--- src/rtl/scr_defs.svh ---
// Purpose: Constants for the synthesizer control register bank
// Assumes: Included by scr_pkg and scr_core
// Notes: Bit positions refer to the 20-bit data field of a frame
`ifndef SCR_DEFS_SVH
`define SCR_DEFS_SVH

// ****************************************
// Frame layout
// ****************************************
`define SCR_DATA_W 20
`define SCR_ADDR_W 4
`define SCR_FRAME_W 24

// ****************************************
// Register addresses
// ****************************************
`define SCR_ADDR_FRACTION 4'h1
`define SCR_ADDR_WHOLE 4'h2
`define SCR_ADDR_RATIO 4'h3
`define SCR_ADDR_QUICK 4'h4

// ****************************************
// Field positions
// ****************************************
`define SCR_FRAC_MSB 17
`define SCR_PUMP_MSB 18
`define SCR_PUMP_LSB 15
`define SCR_WHOLE_MSB 14
`define SCR_FLOAT_BIT 15
`define SCR_SPREAD_BIT 14
`define SCR_WIN_MSB 13
`define SCR_WIN_LSB 12
`define SCR_SRC_BIT 11
`define SCR_POL_BIT 10
`define SCR_PRE_MSB 9
`define SCR_PRE_LSB 8
`define SCR_REFDIV_MSB 7
`define SCR_QEN_BIT 16
`define SCR_BOOST_MSB 15
`define SCR_BOOST_LSB 13
`define SCR_QCNT_MSB 12

// ****************************************
// Reset values and timing counts
// ****************************************
`define SCR_RESET_WORD 20'h00000
`define SCR_LOCK_COUNT 6'h3F
`define SCR_UNLOCK_COUNT 6'h08

`endif

--- src/rtl/scr_pkg.sv ---
// Purpose: Types for the synthesizer control register bank
// Assumes: scr_defs.svh holds the field positions; the widths here are written out
// Notes: Settings leave the block as one packed struct
`include "scr_defs.svh"

package scr_pkg;

	// ****************************************
	// Settings carried to the analog side
	// ****************************************
	typedef struct packed {
		logic [17:0] fraction;
		logic [14:0] whole_divide;
		logic [3:0] normal_pump_current;
		logic pump_output_float;
		logic modulator_noise_spread;
		logic [1:0] lock_window_select;
		logic lock_indicator_source;
		logic pump_polarity;
		logic prescaler_16;
		logic [7:0] ref_divide;
		logic quick_lock_enable;
		logic [2:0] boost_pump_current;
		logic [12:0] quick_lock_count;
	} scr_cfg_s;

	typedef enum logic [0:0] {
		SCR_QL_IDLE = 1'b0,
		SCR_QL_BOOST = 1'b1
	} scr_ql_state_e;

endpackage : scr_pkg

--- src/rtl/scr_core.sv ---
// Purpose: Serial-loaded control registers of a fractional-N synthesizer
// Assumes: All pins are asynchronous to ref_clk and slow against it
// Notes: Frame is 20 data bits then 4 address bits, MSB first
//
// How it works
// - Numerator waits in a pending copy until the integer word is written.
// - Contents are meaningless until the host writes all four addresses.
// - Address 1 low eighteen bits are a two's complement numerator.
// - Address 2 holds pump current code D18..D15 and integer D14..D0.
// - Address 3 bit 15 floats both pump outputs when set.
// - Address 3 bit 14 turns modulator dithering on when set.
// - Address 3 bit 11 picks analog phase result over digital lock detect.
// - Address 3 bit 10 makes both pumps negative polarity when set.
// - Prescaler field codes 0 and 1 mean eight, 2 and 3 mean sixteen.
// - Address 4 bit 16 enables quick lock switchover.
// - Address 4 holds boost current D15..D13 and duration count D12..D0.
// - Frequency changes on the strobe rise ending a numerator or integer write.
// - Quick lock closes switch and boosts pump for the programmed phase cycles.
// - Digital lock drops at each frequency load, rises after 63 good comparisons.
`timescale 1ns/10ps
`include "scr_defs.svh"

module scr_core
	import scr_pkg::*;
#(
	parameter logic [5:0] UNLOCK_ERRS = `SCR_UNLOCK_COUNT
) (
	input wire logic ref_clk,
	input wire logic rstn,
	input wire logic serial_clk,
	input wire logic serial_data,
	input wire logic latch_strobe,
	input wire logic standby_control_pin,
	input wire logic pfd_tick,
	input wire logic phase_err_small,
	input wire logic pfd_analog,
	output scr_cfg_s cfg,
	output logic freq_change,
	output logic loop_switch_closed,
	output logic boost_pump_active,
	output logic lock_out
);

	// ****************************************
	// Pin conditioning
	// ****************************************
	localparam int NPIN = 7;
	logic [NPIN-1:0] pin_raw;
	logic [NPIN-1:0] pin_s1_r;
	logic [NPIN-1:0] pin_s2_r;
	logic [NPIN-1:0] pin_s3_r;
	logic [NPIN-1:0] pin_r;
	logic [NPIN-1:0] pin_nxt;
	logic [NPIN-1:0] pin_prev_r;
	logic [NPIN-1:0] pin_rise;

	assign pin_raw = {pfd_analog, phase_err_small, pfd_tick, standby_control_pin, latch_strobe, serial_data, serial_clk};
	// A change counts only once the second and third stages agree
	assign pin_nxt = (pin_s2_r & pin_s3_r) | (pin_r & (pin_s2_r | pin_s3_r));
	assign pin_rise = pin_r & ~pin_prev_r;

	always_ff @(posedge ref_clk) begin
		if (!rstn) begin
			pin_s1_r <= '0;
			pin_s2_r <= '0;
			pin_s3_r <= '0;
			pin_r <= '0;
			pin_prev_r <= '0;
		end else begin
			pin_s1_r <= pin_raw;
			pin_s2_r <= pin_s1_r;
			pin_s3_r <= pin_s2_r;
			pin_r <= pin_nxt;
			pin_prev_r <= pin_r;
		end
	end

	wire sclk_rise = pin_rise[0];
	wire sdata = pin_r[1];
	wire strobe_rise = pin_rise[2];
	wire standby_rise = pin_rise[3];
	wire tick_rise = pin_rise[4];
	wire err_small = pin_r[5];
	wire analog_lvl = pin_r[6];

	// ****************************************
	// Shift register and address decode
	// ****************************************
	logic [`SCR_FRAME_W-1:0] shift_r;
	logic [`SCR_FRAME_W-1:0] shift_nxt;

	assign shift_nxt = sclk_rise ? {shift_r[`SCR_FRAME_W-2:0], sdata} : shift_r;

	always_ff @(posedge ref_clk) begin
		if (!rstn) begin
			shift_r <= '0;
		end else begin
			shift_r <= shift_nxt;
		end
	end

	function automatic logic addr_is(input logic [`SCR_ADDR_W-1:0] got, input logic [`SCR_ADDR_W-1:0] want);
		return got == want;
	endfunction : addr_is

	wire [`SCR_ADDR_W-1:0] frame_addr = shift_r[`SCR_ADDR_W-1:0];
	wire [`SCR_DATA_W-1:0] d = shift_r[`SCR_FRAME_W-1:`SCR_ADDR_W];
	wire wr_frac = strobe_rise && addr_is(frame_addr, `SCR_ADDR_FRACTION);
	wire wr_whole = strobe_rise && addr_is(frame_addr, `SCR_ADDR_WHOLE);
	wire wr_ratio = strobe_rise && addr_is(frame_addr, `SCR_ADDR_RATIO);
	wire wr_quick = strobe_rise && addr_is(frame_addr, `SCR_ADDR_QUICK);
	wire freq_load = wr_frac | wr_whole;

	// ****************************************
	// Register storage
	// ****************************************
	logic [17:0] frac_pend_r;
	scr_cfg_s cfg_r;
	scr_cfg_s cfg_nxt;

	always_comb begin
		cfg_nxt = cfg_r;
		if (wr_whole) begin
			cfg_nxt.fraction = frac_pend_r;
			cfg_nxt.normal_pump_current = d[`SCR_PUMP_MSB:`SCR_PUMP_LSB];
			cfg_nxt.whole_divide = d[`SCR_WHOLE_MSB:0];
		end
		if (wr_ratio) begin
			cfg_nxt.pump_output_float = d[`SCR_FLOAT_BIT];
			cfg_nxt.modulator_noise_spread = d[`SCR_SPREAD_BIT];
			cfg_nxt.lock_window_select = d[`SCR_WIN_MSB:`SCR_WIN_LSB];
			cfg_nxt.lock_indicator_source = d[`SCR_SRC_BIT];
			cfg_nxt.pump_polarity = d[`SCR_POL_BIT];
			cfg_nxt.prescaler_16 = d[`SCR_PRE_MSB];
			cfg_nxt.ref_divide = d[`SCR_REFDIV_MSB:0];
		end
		if (wr_quick) begin
			cfg_nxt.quick_lock_enable = d[`SCR_QEN_BIT];
			cfg_nxt.boost_pump_current = d[`SCR_BOOST_MSB:`SCR_BOOST_LSB];
			cfg_nxt.quick_lock_count = d[`SCR_QCNT_MSB:0];
		end
	end

	// Reset gives zeros only for determinism; software must still load all words
	always_ff @(posedge ref_clk) begin
		if (!rstn) begin
			frac_pend_r <= '0;
			cfg_r <= '0;
		end else begin
			if (wr_frac) begin
				frac_pend_r <= d[`SCR_FRAC_MSB:0];
			end
			cfg_r <= cfg_nxt;
		end
	end

	// ****************************************
	// Quick lock timer
	// ****************************************
	scr_ql_state_e ql_state_r;
	scr_ql_state_e ql_state_nxt;
	logic [12:0] ql_cnt_r;
	logic [12:0] ql_cnt_nxt;
	wire ql_start = cfg_r.quick_lock_enable && (freq_load || standby_rise);

	always_comb begin
		ql_state_nxt = ql_state_r;
		ql_cnt_nxt = ql_cnt_r;
		case (ql_state_r)
			SCR_QL_IDLE: begin
				if (ql_start) begin
					ql_state_nxt = SCR_QL_BOOST;
					ql_cnt_nxt = cfg_r.quick_lock_count;
				end
			end
			SCR_QL_BOOST: begin
				// A restart inside the window reloads the full count
				if (ql_start) begin
					ql_cnt_nxt = cfg_r.quick_lock_count;
				end else if (tick_rise) begin
					ql_cnt_nxt = ql_cnt_r - 13'h0001;
					if (ql_cnt_r <= 13'h0001) begin
						ql_state_nxt = SCR_QL_IDLE;
					end
				end
			end
			default: begin
				ql_state_nxt = SCR_QL_IDLE;
			end
		endcase
	end

	// ****************************************
	// Lock detect
	// ****************************************
	logic [5:0] good_cnt_r;
	logic [5:0] good_cnt_nxt;
	logic [5:0] bad_cnt_r;
	logic [5:0] bad_cnt_nxt;
	logic dig_lock_r;
	logic dig_lock_nxt;

	always_comb begin
		good_cnt_nxt = good_cnt_r;
		bad_cnt_nxt = bad_cnt_r;
		dig_lock_nxt = dig_lock_r;
		if (freq_load) begin
			good_cnt_nxt = '0;
			bad_cnt_nxt = '0;
			dig_lock_nxt = 1'b0;
		end else if (tick_rise) begin
			if (err_small) begin
				bad_cnt_nxt = '0;
				if (good_cnt_r != `SCR_LOCK_COUNT) begin
					good_cnt_nxt = good_cnt_r + 6'h01;
				end
				if (good_cnt_r >= `SCR_LOCK_COUNT - 6'h01) begin
					dig_lock_nxt = 1'b1;
				end
			end else begin
				good_cnt_nxt = '0;
				if (bad_cnt_r != UNLOCK_ERRS) begin
					bad_cnt_nxt = bad_cnt_r + 6'h01;
				end
				if (bad_cnt_r >= UNLOCK_ERRS - 6'h01) begin
					dig_lock_nxt = 1'b0;
				end
			end
		end
	end

	// ****************************************
	// State and output registers
	// ****************************************
	always_ff @(posedge ref_clk) begin
		if (!rstn) begin
			ql_state_r <= SCR_QL_IDLE;
			ql_cnt_r <= '0;
			good_cnt_r <= '0;
			bad_cnt_r <= '0;
			dig_lock_r <= 1'b0;
			freq_change <= 1'b0;
			loop_switch_closed <= 1'b0;
			boost_pump_active <= 1'b0;
			lock_out <= 1'b0;
			cfg <= '0;
		end else begin
			ql_state_r <= ql_state_nxt;
			ql_cnt_r <= ql_cnt_nxt;
			good_cnt_r <= good_cnt_nxt;
			bad_cnt_r <= bad_cnt_nxt;
			dig_lock_r <= dig_lock_nxt;
			freq_change <= freq_load;
			loop_switch_closed <= (ql_state_nxt == SCR_QL_BOOST);
			boost_pump_active <= (ql_state_nxt == SCR_QL_BOOST);
			lock_out <= cfg_r.lock_indicator_source ? analog_lvl : dig_lock_nxt;
			cfg <= cfg_nxt;
		end
	end

endmodule : scr_core

--- config.mk ---
export PLATFORM = sky130hd
export DESIGN_NAME = scr_core
export DESIGN_NICKNAME = d
export VERILOG_FILES = /design/src/rtl/scr_pkg.sv /design/src/rtl/scr_core.sv
export VERILOG_INCLUDE_DIRS = /design/src /design/src/rtl
export SDC_FILE = /design/constraint.sdc
export NUM_CORES = 1
export LEC_CHECK = 0
export ABC_AREA = 0
export BUFFER_PORTS_ARGS = -buffer_cell sky130_fd_sc_hd__buf_2
export CORE_MARGIN = 2
export CORE_UTILIZATION = 57
export DETAILED_ROUTE_END_ITERATION = 12
export GPL_TIMING_DRIVEN = 0
export HOLD_SLACK_MARGIN = 0.15
export PLACE_DENSITY = 0.81
export SYNTH_ARGS = -nofsm -noshare
export SYNTH_HDL_FRONTEND = slang
export SYNTH_SLANG_ARGS = --single-unit
--- constraint.sdc ---
create_clock -name ref_clk -period 2.3 [get_ports ref_clk]
set_input_delay 0.46 -clock ref_clk [delete_from_list [all_inputs] [get_ports ref_clk]]
set_output_delay 0.46 -clock ref_clk [all_outputs]
set_load 0.03 [all_outputs]
==> results.toml <==
[floorplanning]
core-area_um2 = 10900
die_y_um = 110
io_pins = 82
rows = 38
die_area_um2 = 12100
start_util_pct = 58.6
dieWidth_um = 110

[synthesis]
synth.yosys.seq_area_share_pct = 53.6
netlist_area_um2 = 6380
synth_top_cell_area_share_pct = 53.6
yosys.area.top_type = "dfxtp_1"
synth_cell_types = 51
synth_edf_count = 0
ys_ff_latch = 171
ys_top_cells_by_area = "dfxtp_1, nand2_1, a21oi_1, mux2i_1, nor2_1"
async_reset_ff_share_pct = 0
yosys_warnings = 0
synthCells = 719
avgSynthCellArea_um2 = 8.87
synth_nets = 734
ys.flop_type = "dfxtp_1"

[hold_path]
min_from = "rstn"
hold_path.class = "in -> reg"
min_path_cells = 2
hold_path_end = "pin_prev_r[4]"

[pwr]
p_leak_uw = 0.00315
irDropWorstVdd_uv = 653
p_clk_share_pct = 49.1
combPwrFrac_pct = 1.6
p_sw_share_pct = 20.1
switchingPower_uw = 1220
p_int_uw = 4830
p_seq_share_pct = 49.3
p_per_area_nw_per_um2 = 787

[setup_path]
r2r_start = "shift_r[1]"
crit_type = "reg -> reg"
arrival_ps = 2570
endpoint_kind = "flip-flop"
path_delay_family = "buffers and inverters"
cp_num_buf_inv = 3
path_cells = "clkbuf_1 > nand3b_1 > clkbuf_1 > buf_2 > mux2i_1 > nor2_1"
critPathMaxStageDelay_ps = 480
crit_path_start_kind = "flip-flop"
crit_fanout = 10
rr_worst_depth = 6
crit_top_cell = "clkbuf_1"
r2r_setup_slack_ps = 140
cp_slowest_cell = "clkbuf_1"
worstReg2RegEnd = "frac_pend_r[11]"
required_ps = 2710

[timing]
maxSlewHeadroom_pct = 51.2
worst_slack_ps = 137
hold_viol = 0
setup_violations = 0
fmax_ghz = 0.462
rsz0062_at_grt = "no"
fin_crit_sh_pct = 94.1
period_needed_ps = 2160
skew_ps = 14.3
holdWs_ps = 243
final_max_slew_viol_count = 0
worst-slew-pin-transition_ps = 727

[clock_network]
clkLatencyLatePin_ps = 550
cts_tree = "done"
clockBufferDepth = 2
cts_buffers = 17
h-tree-depth = 4
clk_transition_reported_paths_ps = 70
cts-root-buf = "clkbuf_8"
cts.sink_count = 171

[cells_and_area]
syn2layout_area_growth_pct = 20.4
antenna_cells = 0
fin_util_pct = 70.6
n_fill_cell = 830
drive_gt1_share_pct = 15.0
nNetsFinal = 843

[global_routing]
grt_max_degree = 17
grt.overflow.total = 0
grt_pass1_vias = 5124
grt_usage_pct = 27.2
grt_pass1_wl_mm = 25.0
grt_antenna_before_repair = 0

[drt]
drc = 0
wire_per_inst_um = 16.2
dr_total_vias = 5435
totalWireLength_mm = 15.8
viasPerCell = 5.54
antenna_left = 0
first_pass_iters = 5
first_iter_violations = 261

[placement]
post-dp-hpwl_mm = 10.9
dpl_worst_slack_ps = -8.41
gp_congestion = 0.897
port_buffers = 81

[outcome]
outcome = "completed"

[job]
maxCapViolCount = 0
## flip-flops by register name, indices dropped and copies added (netlist names), 4 cells and up
| signal | flops |
|---|---|
| cfg | 69 |
| shift_r | 23 |
| frac_pend_r | 18 |
| ql_cnt_r | 13 |
| pin_r | 7 |
| pin_s1_r | 7 |
| pin_s2_r | 7 |
| pin_s3_r | 7 |
| bad_cnt_r | 6 |
| good_cnt_r | 6 |
| pin_prev_r | 4 |
## worst max path at each step
stage	cells after the start	start	end
detailed placement	5	shift_r[2]	cfg[47]
floorplan	4	ql_cnt_r[5]	ql_cnt_r[11]
global route	6	shift_r[1]	frac_pend_r[15]
finish	6	shift_r[1]	frac_pend_r[11]
global placement	5	shift_r[2]	cfg[46]
CTS	7	shift_r[0]	cfg[1]
## power by group through the flow
stage | registers, uW | clock network [uW] | logic (uW)
floorplan | 3050 | 0 | 52.0
global placement | 3050 | 0 | 80.3
detailed placement | 3050 | 0 | 82.9
CTS | 2980 | 2980 | 93.1
global route | 2980 | 3100 | 104
finish | 2980 | 2970 | 94.2
## worst reg2reg max path, delay by kind of cell (launching register included)
family,cells,cell delay (ps)
buf+inv,3,1220
simple gates,2,230
mux,1,260
flops,1,310
## stage by stage
step | total power [uW] | cells | TNS [ps] | cell area (um2)
after floorplan | 3100 | 719 | 0 | 6380
after global placement | 3130 | 940 | 0 | 6960
after detailed placement | 3130 | 940 | -8.41 | 6960
after CTS | 6060 | 979 | 0 | 7650
after global routing | 6190 | 981 | 0 | 7680
final | 6050 | 981 | 0 | 7680
## routing by layer
metal  GRT usage, %  share of wire (%)
met2           43.7                 47
met1           34.9                 43
met5              0                  0
met3           6.46                7.1
met4           11.9                2.8
## final cells by class
type	count	area (um2)	share of cell area, %
tap	140	175	2.28
multi-input combinational	494	2740	35.7
buffer	42	186	2.43
timing repair buffer	91	498	6.48
clock inverter	10	164	2.13
sequential	171	3420	44.6
clock buffer	22	453	5.90
inverter	11	41.3	0.537
## cell usage after synthesis (2+ instances only)
cell         n
nor4_1       3
nand2_1    167
o21ai_0     10
nand2b_1     4
nand3_1      5
and2_1      27
a211oi_1     8
nand4_1      3
dfxtp_1    171
ha_1         6
inv_1       10
o31ai_1      7
xor2_1       9
nand3b_1     6
a311oi_1     3
nor2_1      49
buf_2        2
nor2b_1      4
nor3_1      11
buf_6        3
or3_1        3
xnor2_1     10
o2111ai_1    2
nand4b_1     2
nor4b_1      2
a21oi_1     95
clkbuf_1    37
mux2i_1     37
## timing repair
| item | in CTS | in global routing |
|---|---|---|
| endpoints found under the hold margin | 7 | 0 |
| resized for setup | 1 | 1 |
| hold buffers | 7 | 0 |
| setup endpoints to repair | 1 | 34 |
| pin swaps | 0 | 1 |
| buffers inserted | 0 | 3 |
## cells in the final DEF (no fill, tap or decap), drive strengths merged, types with 2 or more instances in the layout
| master | n |
|---|---|
| ha | 6 |
| o21ai | 11 |
| mux2i | 37 |
| nand3 | 5 |
| inv | 12 |
| a211oi | 8 |
| bufinv | 4 |
| nor4b | 3 |
| a21oi | 95 |
| xnor2 | 10 |
| nor3 | 11 |
| a311oi | 3 |
| o2111ai | 2 |
| nor2b | 4 |
| nand4b | 2 |
| nor2 | 49 |
| nor4 | 3 |
| nand3b | 6 |
| dlygate4sd3 | 7 |
| clkinv | 4 |
| buf | 90 |
| dfxtp | 171 |
| nand2b | 4 |
| and2 | 27 |
| or3 | 5 |
| nand2 | 167 |
| nand4 | 3 |
| clkbuf | 58 |
| xor2 | 9 |
| o31ai | 7 |
## cell families after synthesis
group / Yosys count / share of synthesized area (%)
flip-flops: 171 / 53.6
AND/OR/NAND/NOR: 296 / 21.1
buffers and inverters: 54 / 3.63
multiplexers: 37 / 5.80
XOR/XNOR: 19 / 2.61
adder cells (fa/ha/maj): 6 / 1.18
AO/OA/AOI/OAI: 136 / 12.1
(Power assumes the default switching activity.)
